**src/shared/peepc_pkg.sv**
```systemverilog
/*
 * constants for the host-side controller of a parallel 8k x 8 eeprom:
 * pin widths, command addresses and data, strobe and polling timing.
 * assumes a 125 mhz system clock driving the controller.
 */
package peepc_pkg;

	// ********************************************************
	// pin widths and page size
	// ********************************************************
	localparam int ADDR_W = 13;
	localparam int DATA_W = 8;
	localparam int PAGE_BYTES = 64;

	// ********************************************************
	// command sequence addresses and data
	// ********************************************************
	localparam logic [12:0] CMD_ADDR_A = 13'h1555;
	localparam logic [12:0] CMD_ADDR_B = 13'h0aaa;
	localparam logic [7:0] CMD_DAT_AA = 8'haa;
	localparam logic [7:0] CMD_DAT_55 = 8'h55;
	localparam logic [7:0] CMD_DAT_PROT = 8'ha0;
	localparam logic [7:0] CMD_DAT_EXT = 8'h80;
	localparam logic [7:0] CMD_DAT_UNPROT = 8'h20;
	localparam logic [7:0] CMD_DAT_CLEAR = 8'h10;

	// ********************************************************
	// timing
	// ********************************************************
	localparam int CLK_PERIOD_PS = 8000;
	localparam int STROBE_LOW_NS = 150;
	localparam int SETUP_NS = 50;
	localparam int READ_ACC_NS = 120;
	localparam int BYTE_LOAD_MAX_US = 200;
	localparam int STROBE_CYC = (STROBE_LOW_NS * 1000 + CLK_PERIOD_PS - 1)
		/ CLK_PERIOD_PS;
	localparam int SETUP_CYC = (SETUP_NS * 1000 + CLK_PERIOD_PS - 1)
		/ CLK_PERIOD_PS;
	localparam int READ_CYC = (READ_ACC_NS * 1000 + CLK_PERIOD_PS - 1)
		/ CLK_PERIOD_PS;
	// longest gap between loads, rounded down
	localparam int LOAD_GAP_CYC = (BYTE_LOAD_MAX_US * 1000000)
		/ CLK_PERIOD_PS;
	localparam int CNT_W = 16;

	// ********************************************************
	// request operations
	// ********************************************************
	typedef enum logic [2:0] {
		PEEPC_OP_READ = 3'b000,
		PEEPC_OP_WRITE = 3'b001,
		PEEPC_OP_PROT = 3'b010,
		PEEPC_OP_UNPROT = 3'b011,
		PEEPC_OP_CLEAR = 3'b100
	} peepc_op_e;

endpackage : peepc_pkg

```
**src/design/peepc_host.sv**
```systemverilog
/*
 * host controller for a parallel 8k x 8 eeprom with page writes,
 * data polling and software write protection commands.
 * assumes the eeprom pins are wired directly; data lines are a split
 * input/output/enable triple resolved outside this module.
 */
//
// Overview of operation
// - write only with select, strobe low, gate high
// - next byte loaded within 200 us
// - protected device needs unlock prefix per page
// - enable is aa/1555, 55/0aaa, a0/1555
// - enable must be followed by page data
// - disable is six writes ending 20/1555
// - clear is six writes ending 10/1555
`timescale 1ns/1ps
module peepc_host (
	input wire logic i_clk_sys,
	input wire logic i_rst,
	// user request port
	input wire logic i_req_valid,
	output logic o_req_ready,
	input wire logic [2:0] i_req_op,
	input wire logic [12:0] i_req_addr,
	input wire logic [7:0] i_req_data,
	input wire logic i_req_last,
	output logic o_rsp_valid,
	output logic [7:0] o_rsp_data,
	output logic o_busy,
	// eeprom pins
	output logic [12:0] o_addr,
	output logic o_sel_n,
	output logic o_gate_n,
	output logic o_wstb_n,
	input wire logic [7:0] i_data_lines,
	output logic [7:0] o_data_lines,
	output logic o_data_lines_oe
);

	// ********************************************************
	// state and registers
	// ********************************************************
	typedef enum logic [2:0] {
		ST_IDLE = 3'b000,
		ST_WSETUP = 3'b001,
		ST_WLOW = 3'b010,
		ST_WHOLD = 3'b011,
		ST_RLOW = 3'b100,
		ST_POLL = 3'b101,
		ST_PGAP = 3'b110
	} peepc_state_e;

	peepc_state_e state_q, state_d;
	logic [15:0] cnt_q, cnt_d;
	logic [2:0] step_q, step_d;
	logic [2:0] nsteps_q, nsteps_d;
	logic [2:0] op_q, op_d;
	logic [12:0] addr_q, addr_d;
	logic [7:0] wdat_q, wdat_d;
	logic [7:0] last_q, last_d;
	logic [12:0] last_addr_q, last_addr_d;
	logic last_byte_q, last_byte_d;
	logic poll_q, poll_d;
	logic [7:0] rsp_q, rsp_d;
	logic rsp_v_q, rsp_v_d;
	logic wstb_n_q, wstb_n_d;
	logic [7:0] din_s1_q, din_s2_q;

	// ********************************************************
	// command prefix lookup
	// ********************************************************
	function automatic logic [20:0] peepc_prefix(input logic [2:0] s,
			input logic [2:0] op);
		logic [7:0] fin;
		fin = (op == 3'(peepc_pkg::PEEPC_OP_UNPROT)) ?
			peepc_pkg::CMD_DAT_UNPROT : peepc_pkg::CMD_DAT_CLEAR;
		case (s)
			3'h0, 3'h3: peepc_prefix = {peepc_pkg::CMD_ADDR_A,
				peepc_pkg::CMD_DAT_AA};
			3'h1, 3'h4: peepc_prefix = {peepc_pkg::CMD_ADDR_B,
				peepc_pkg::CMD_DAT_55};
			3'h2: peepc_prefix = {peepc_pkg::CMD_ADDR_A,
				(op == 3'(peepc_pkg::PEEPC_OP_PROT)) ?
				peepc_pkg::CMD_DAT_PROT : peepc_pkg::CMD_DAT_EXT};
			default: peepc_prefix = {peepc_pkg::CMD_ADDR_A, fin};
		endcase
	endfunction : peepc_prefix

	// ********************************************************
	// decode of the incoming request
	// ********************************************************
	wire logic take = i_req_valid && o_req_ready;
	wire logic is_read = i_req_op == 3'(peepc_pkg::PEEPC_OP_READ);
	wire logic is_prot = i_req_op == 3'(peepc_pkg::PEEPC_OP_PROT);
	wire logic is_write = i_req_op == 3'(peepc_pkg::PEEPC_OP_WRITE);
	wire logic is_cmd6 = i_req_op == 3'(peepc_pkg::PEEPC_OP_UNPROT) ||
		i_req_op == 3'(peepc_pkg::PEEPC_OP_CLEAR);
	wire logic in_prefix = step_q < nsteps_q;
	wire logic [20:0] pfx = peepc_prefix(step_q, op_q);
	wire logic strobe_done = cnt_q == 16'(peepc_pkg::STROBE_CYC - 1);
	wire logic setup_done = cnt_q == 16'(peepc_pkg::SETUP_CYC - 1);
	wire logic read_done = cnt_q == 16'(peepc_pkg::READ_CYC - 1);
	// stay well inside the byte-load window between loads
	wire logic gap_ok = cnt_q < 16'(peepc_pkg::LOAD_GAP_CYC / 2);
	// polling: complement means still programming
	wire logic poll_busy = din_s2_q != last_q;

	// ********************************************************
	// data line synchroniser
	// ********************************************************
	always_ff @(posedge i_clk_sys or posedge i_rst) begin
		if (i_rst) begin
			din_s1_q <= 8'h00;
			din_s2_q <= 8'h00;
		end else begin
			din_s1_q <= i_data_lines;
			din_s2_q <= din_s1_q;
		end
	end

	// ********************************************************
	// sequencer
	// ********************************************************
	always_comb begin
		state_d = state_q;
		cnt_d = (cnt_q == 16'hffff) ? cnt_q : cnt_q + 16'h0001;
		step_d = step_q;
		nsteps_d = nsteps_q;
		op_d = op_q;
		addr_d = addr_q;
		wdat_d = wdat_q;
		last_d = last_q;
		last_addr_d = last_addr_q;
		last_byte_d = last_byte_q;
		poll_d = poll_q;
		rsp_d = rsp_q;
		rsp_v_d = 1'b0;
		unique case (state_q)
			ST_IDLE: begin
				if (take) begin
					op_d = i_req_op;
					addr_d = i_req_addr;
					wdat_d = i_req_data;
					last_byte_d = i_req_last || is_cmd6;
					cnt_d = 16'h0000;
					step_d = 3'h0;
					if (is_read) begin
						state_d = ST_RLOW;
					end else begin
						// prefix of 0, 3 or 6 command writes
						nsteps_d = is_prot ? 3'h3 : (is_cmd6 ? 3'h6 : 3'h0);
						state_d = ST_WSETUP;
					end
				end else if (poll_q && !gap_ok) begin
					// load window lapses; device now programs
					cnt_d = 16'h0000;
					state_d = ST_POLL;
				end
			end
			ST_WSETUP: begin
				if (setup_done) begin
					cnt_d = 16'h0000;
					state_d = ST_WLOW;
				end
			end
			ST_WLOW: begin
				// pulse well over 10 ns so it is accepted
				if (strobe_done) begin
					cnt_d = 16'h0000;
					state_d = ST_WHOLD;
				end
			end
			ST_WHOLD: begin
				if (setup_done) begin
					cnt_d = 16'h0000;
					if (in_prefix) begin
						step_d = step_q + 3'h1;
						if (step_q + 3'h1 == nsteps_q &&
								op_q == 3'(peepc_pkg::PEEPC_OP_CLEAR)) begin
							// clear: poll on all-ones result
							last_d = 8'hff;
							last_addr_d = peepc_pkg::CMD_ADDR_A;
							poll_d = 1'b1;
							state_d = ST_POLL;
						end else begin
							state_d = ST_WSETUP;
						end
					end else begin
						last_d = wdat_q;
						last_addr_d = addr_q;
						poll_d = 1'b1;
						// data follows prefix in the same page
						state_d = last_byte_q ? ST_POLL : ST_IDLE;
					end
				end
			end
			ST_RLOW: begin
				if (read_done) begin
					rsp_d = din_s2_q;
					rsp_v_d = 1'b1;
					cnt_d = 16'h0000;
					state_d = ST_IDLE;
				end
			end
			ST_POLL: begin
				if (read_done) begin
					cnt_d = 16'h0000;
					state_d = poll_busy ? ST_PGAP : ST_IDLE;
					poll_d = poll_busy;
				end
			end
			ST_PGAP: begin
				if (setup_done) begin
					cnt_d = 16'h0000;
					state_d = ST_POLL;
				end
			end
			default: begin
				state_d = ST_IDLE;
			end
		endcase
		wstb_n_d = state_d != ST_WLOW; // flop keeps strobe glitch free
	end

	always_ff @(posedge i_clk_sys or posedge i_rst) begin
		if (i_rst) begin
			state_q <= ST_IDLE;
			cnt_q <= 16'h0000;
			step_q <= 3'h0;
			nsteps_q <= 3'h0;
			op_q <= 3'h0;
			addr_q <= 13'h0000;
			wdat_q <= 8'h00;
			last_q <= 8'h00;
			last_addr_q <= 13'h0000;
			last_byte_q <= 1'b0;
			poll_q <= 1'b0;
			rsp_q <= 8'h00;
			rsp_v_q <= 1'b0;
			wstb_n_q <= 1'b1;
		end else begin
			state_q <= state_d;
			cnt_q <= cnt_d;
			step_q <= step_d;
			nsteps_q <= nsteps_d;
			op_q <= op_d;
			addr_q <= addr_d;
			wdat_q <= wdat_d;
			last_q <= last_d;
			last_addr_q <= last_addr_d;
			last_byte_q <= last_byte_d;
			poll_q <= poll_d;
			rsp_q <= rsp_d;
			rsp_v_q <= rsp_v_d;
			wstb_n_q <= wstb_n_d;
		end
	end

	// ********************************************************
	// pin drive
	// ********************************************************
	wire logic wr_phase = state_q == ST_WSETUP || state_q == ST_WLOW ||
		state_q == ST_WHOLD;
	wire logic rd_phase = state_q == ST_RLOW || state_q == ST_POLL;
	// select low 7 cycles before strobe falls, gate held high to write
	assign o_wstb_n = wstb_n_q;
	assign o_sel_n = !(wr_phase || rd_phase);
	assign o_gate_n = !rd_phase;
	// address steady across the whole strobe for edge capture
	assign o_addr = (state_q == ST_POLL) ? last_addr_q :
		(wr_phase && in_prefix) ? pfx[20:8] : addr_q;
	assign o_data_lines = (wr_phase && in_prefix) ? pfx[7:0] : wdat_q;
	assign o_data_lines_oe = wr_phase;
	// idle takes any op; an open page takes only its next byte load
	assign o_req_ready = state_q == ST_IDLE &&
		(!poll_q || (gap_ok && is_write));
	assign o_busy = poll_q || state_q != ST_IDLE;
	assign o_rsp_valid = rsp_v_q;
	assign o_rsp_data = rsp_q;

endmodule : peepc_host

```
**config.mk**
```make
export PLATFORM = sky130hd
export DESIGN_NAME = peepc_host
export DESIGN_NICKNAME = d
export VERILOG_FILES = /design/src/shared/peepc_pkg.sv /design/src/design/peepc_host.sv
export SDC_FILE = /design/constraint.sdc
export NUM_CORES = 1
export LEC_CHECK = 0
export BUFFER_PORTS_ARGS = -buffer_cell sky130_fd_sc_hd__buf_4
export CAP_MARGIN = 20
export CORE_UTILIZATION = 57
export DETAILED_ROUTE_END_ITERATION = 6
export GPL_TIMING_DRIVEN = 0
export PLACE_DENSITY = 0.86
export SKIP_CTS_REPAIR_TIMING = 1
export SLEW_MARGIN = 30
export SYNTH_ARGS = -nofsm -noshare
export SYNTH_HDL_FRONTEND = slang
export SYNTH_SLANG_ARGS = --single-unit
```
**constraint.sdc**
```tcl
create_clock -name i_clk_sys -period 4.1 [get_ports i_clk_sys]
set_input_delay 0.615 -clock i_clk_sys [delete_from_list [all_inputs] [get_ports i_clk_sys]]
set_output_delay 0.615 -clock i_clk_sys [all_outputs]
set_load 0.005 [all_outputs]
```
==> out/qor.yml <==
outcome: "complete, no violations"
synth_simple_gate_area_share_pct: 25.1
cts_inserted_buffers: 9
grt_setup_unrepaired: "no"
fp.dieArea_um2: 8900
net-switching-power_mw: 1.55
synth-edff-count: 0
max_freq_mhz: 269
hold_slack_ps: 195
hold_viol_final: 0
netlist.area_leader.share_pct: 50.0
post_synth_xor_area_fraction_pct: 3.43
seq_power_share_pct: 38.1
arrival_ps: 3100
first_pass_iters: 5
dp_slack_ps: 622
route.vias.total: 4114
area_of_all_placed_cells_without_fillers_um2: 5710
ys_types: 60
vias_per_cell: 5.77
finalWeightedCongestion: 0.970
synth-async-reset-ratio_pct: 100
netlist_area_um2: 4860
clkTransAtPathRegs_ps: 100
worst_setup_path_end_kind: "primary output"
synth_area_leaders: "sky130_fd_sc_hd__dfrtp_1, sky130_fd_sc_hd__nand2_1, sky130_fd_sc_hd__nor2_1, sky130_fd_sc_hd__o21ai_0, sky130_fd_sc_hd__xor2_1"
drtAntennaViolNets: 0
insertedDiodeCount: 0
clk-insertion-delay-late_ps: 370
pin_count: 72
floorplan.initialDensity_pct: 59.1
pwr-share-comb_pct: 47.2
grt_antenna_before_repair: 0
swShare_pct: 39.6
synthFlopType: "sky130_fd_sc_hd__dfrtp_1"
tritoncts_clock_tree: "yes"
clock_tree.root_cell: "sky130_fd_sc_hd__clkbuf_8"
synth_fp_nets: 570
placed_area_um2: 5530
syn_avg_cell_area_um2: 9.27
grt_overflow_total: 0
slew_headroom_pct: 38.4
main_combinational_cell_family_by_area_after_synthesis: "simple AND/OR/NAND/NOR gates"
nNetsFinal: 650
place_inst: 698
grt_max_degree: 72
finalClockSkew_ps: 13.3
detailed_route_drc_error_count: 0
yosys_register_bits: 98
power_mw: 3.91
power_per_cell_area_nw_per_um2: 685
worst-setup-path-type: "flop to primary output"
fin_cells: 713
global_route.usage.total_pct: 27.4
max_cap_violations: 0
critical_path_required_ps: 3480
timing_worst_slew_pin_value_ps: 917
wirelength_mm: 11.4
detailedRoute.firstIterationViolations: 246
total_core_area_um2: 8220
leakage_nw: 2.81
die_w_um: 94.3
sequential_to_total_area_share_from_yosys_stat_pct: 50.5
areaGrowthSynthToFinish_pct: 17.6
final_critical_path_setup_slack_ps: 388
synthAdderAreaFrac_pct: 2.58
htree_num_levels: 3
internal_power_mw: 2.36
cts_num_sinks: 98
numPortBuffers: 68
slew_viol_final: 0
synthCells: 524
critical_path_fanout_max: 10
synth_area_leader_cell: "sky130_fd_sc_hd__dfrtp_1"
ir_drop_worst_vdd_v: 0.000475
drive_above_1_share_pct: 21.1
fp-row-count: 33
hold_path_class: "input pin to async pin"
part_of_the_total_power_dissipated_in_the_clock_network_pct: 14.7
grt_first_pass_wirelength_mm: 18.6
hpwl_mm: 8.25
grt_pass1_vias: 3908
multiplexer_area_fraction_after_synthesis_pct: 3.32
final-setup-viol-count: 0
synth.yosys.warnings: 0
clock_tree.buffer_depth: 2
synth-compound-area-share_pct: 11.4
startpoint_type: "flop"
min_clock_period_post_route_ps: 3710
wire_per_inst_um: 16.0
die_h_um: 94.3
fin_crit_sh_pct: 90.5
==> cells in the mapped netlist, drive strengths merged (9+ instances only) <==
cell type  number
clkbuf         11
nor2b           9
o22a            9
nor2           84
ha             10
dfrtp          97
inv            17
buf            15
nand2         102
o21ai          32
mux2            9
a21oi          17
nand3          19
xor2           16
==> critical path, cell delays in order, from the launching register on <==
cell and delay [ps]:
sky130_fd_sc_hd__dfrtp_1 470, sky130_fd_sc_hd__ha_1 360, sky130_fd_sc_hd__a21oi_1 240, sky130_fd_sc_hd__nand2_1 180, sky130_fd_sc_hd__nor3_2 470, sky130_fd_sc_hd__clkbuf_1 470, sky130_fd_sc_hd__o21ai_0 150, sky130_fd_sc_hd__o21ai_0 250
sky130_fd_sc_hd__buf_4 160
==> routing by layer <==
metal  wire length [µm]  track usage, %
met5                  0               0
met4                374            11.7
met3                734            4.85
met2               5230            42.1
met1               5060            38.5
==> stage by stage <==
step | util, % | TNS, ps
after CTS | 69.5 | 0
after floorplan | - | 0
after global placement | 66.9 | -7990
final | 69.5 | 0
after detailed placement | 67.3 | 0
after global routing | 69.5 | 0
==> final timing paths <==
| path | start | end | slack (ps) | cells after the start |
|---|---|---|---|---|
| min in group i_clk_sys | i_data_lines[0] | din_s1_q[0]$_DFF_PP0_ | 350 | 1 |
| max in group asynchronous | i_rst | o_wstb_n$_DFF_PP1_ | 3260 | 3 |
| worst max-delay path | step_q[2]$_DFFE_PP0P_ | o_addr[3] | 390 | 8 |
| worst max register to register | step_q[0]$_DFFE_PP0P_ | last_addr_q[8]$_DFFE_PP0P_ | 1280 | 8 |
| worst min-delay path | i_rst | din_s2_q[0]$_DFF_PP0_ | 190 | 2 |
| worst min register to register | din_s1_q[2]$_DFF_PP0_ | din_s2_q[2]$_DFF_PP0_ | 360 | 0 |
==> logic make-up after synthesis <==
kind of cell | count (synthesis)
adders and majority gates | 10
xor gates and xnor gates | 19
muxes | 15
DFF | 98
buffers and inverters | 43
AOI/OAI and AO/OA | 83
and+or+nand+nor | 256
==> layout make-up <==
cell class	instances	area, µm²
Inverter	17	68.8
Tap cell	105	131
Timing Repair Buffer	69	538
Clock buffer	9	124
Buffer	26	119
Sequential cell	98	2450
Fill cell	609	2500
Clock inverter	6	52.6
Multi-Input combinational cell	383	2230
==> power groups by stage <==
| stage | Clock, mW | Combinational (mW) | Sequential (mW) |
|---|---|---|---|
| floorplan | 0 | 1.10 | 1.44 |
| global placement | 0 | 1.74 | 1.49 |
| detailed placement | 0 | 1.80 | 1.51 |
| CTS | 0.588 | 1.82 | 1.49 |
| global route | 0.624 | 2.03 | 1.53 |
| finish | 0.574 | 1.85 | 1.49 |
==> sequential cells by signal, summed over array words and instances, names as in the netlist <==
| signal | flops |
|---|---|
| nsteps_q | 3 |
| last_byte_q | 1 |
| o_rsp_valid | 1 |
| din_s2_q | 8 |
| o_wstb_n | 1 |
| state_q | 3 |
| cnt_q | 16 |
| op_q | 3 |
| o_rsp_data | 8 |
| poll_q | 1 |
| addr_q | 13 |
| last_q | 8 |
| last_addr_q | 13 |
| wdat_q | 8 |
| din_s1_q | 8 |
| step_q | 3 |
==> layout by cell type (no fill, tap or decap), types with 3 or more instances in the layout <==
cell,synthesis,layout
sky130_fd_sc_hd__a211oi_1,4,4
sky130_fd_sc_hd__nor2b_1,9,9
sky130_fd_sc_hd__a21oi_1,15,15
sky130_fd_sc_hd__mux2i_1,6,6
sky130_fd_sc_hd__clkinvlp_4,0,4
sky130_fd_sc_hd__buf_4,1,69
sky130_fd_sc_hd__nor4_1,3,3
sky130_fd_sc_hd__buf_2,13,13
sky130_fd_sc_hd__and4_1,3,3
sky130_fd_sc_hd__ha_1,10,10
sky130_fd_sc_hd__clkbuf_1,10,10
sky130_fd_sc_hd__nor4_4,3,3
sky130_fd_sc_hd__xor2_1,16,16
sky130_fd_sc_hd__nand2b_1,3,3
sky130_fd_sc_hd__o21ai_0,32,32
sky130_fd_sc_hd__xnor2_1,3,3
sky130_fd_sc_hd__nand4_1,6,6
sky130_fd_sc_hd__dfrtp_1,97,97
sky130_fd_sc_hd__mux2_2,9,9
sky130_fd_sc_hd__and3_1,3,3
sky130_fd_sc_hd__nand3_1,18,18
sky130_fd_sc_hd__nor3_1,5,4
sky130_fd_sc_hd__nand2_1,102,102
sky130_fd_sc_hd__inv_1,17,16
sky130_fd_sc_hd__clkbuf_8,0,9
sky130_fd_sc_hd__nor2_1,84,84
sky130_fd_sc_hd__o22a_1,9,9
sky130_fd_sc_hd__o21a_1,5,5
sky130_fd_sc_hd__a31oi_1,3,3
No activity file was read; power rests on OpenSTA's default activity.
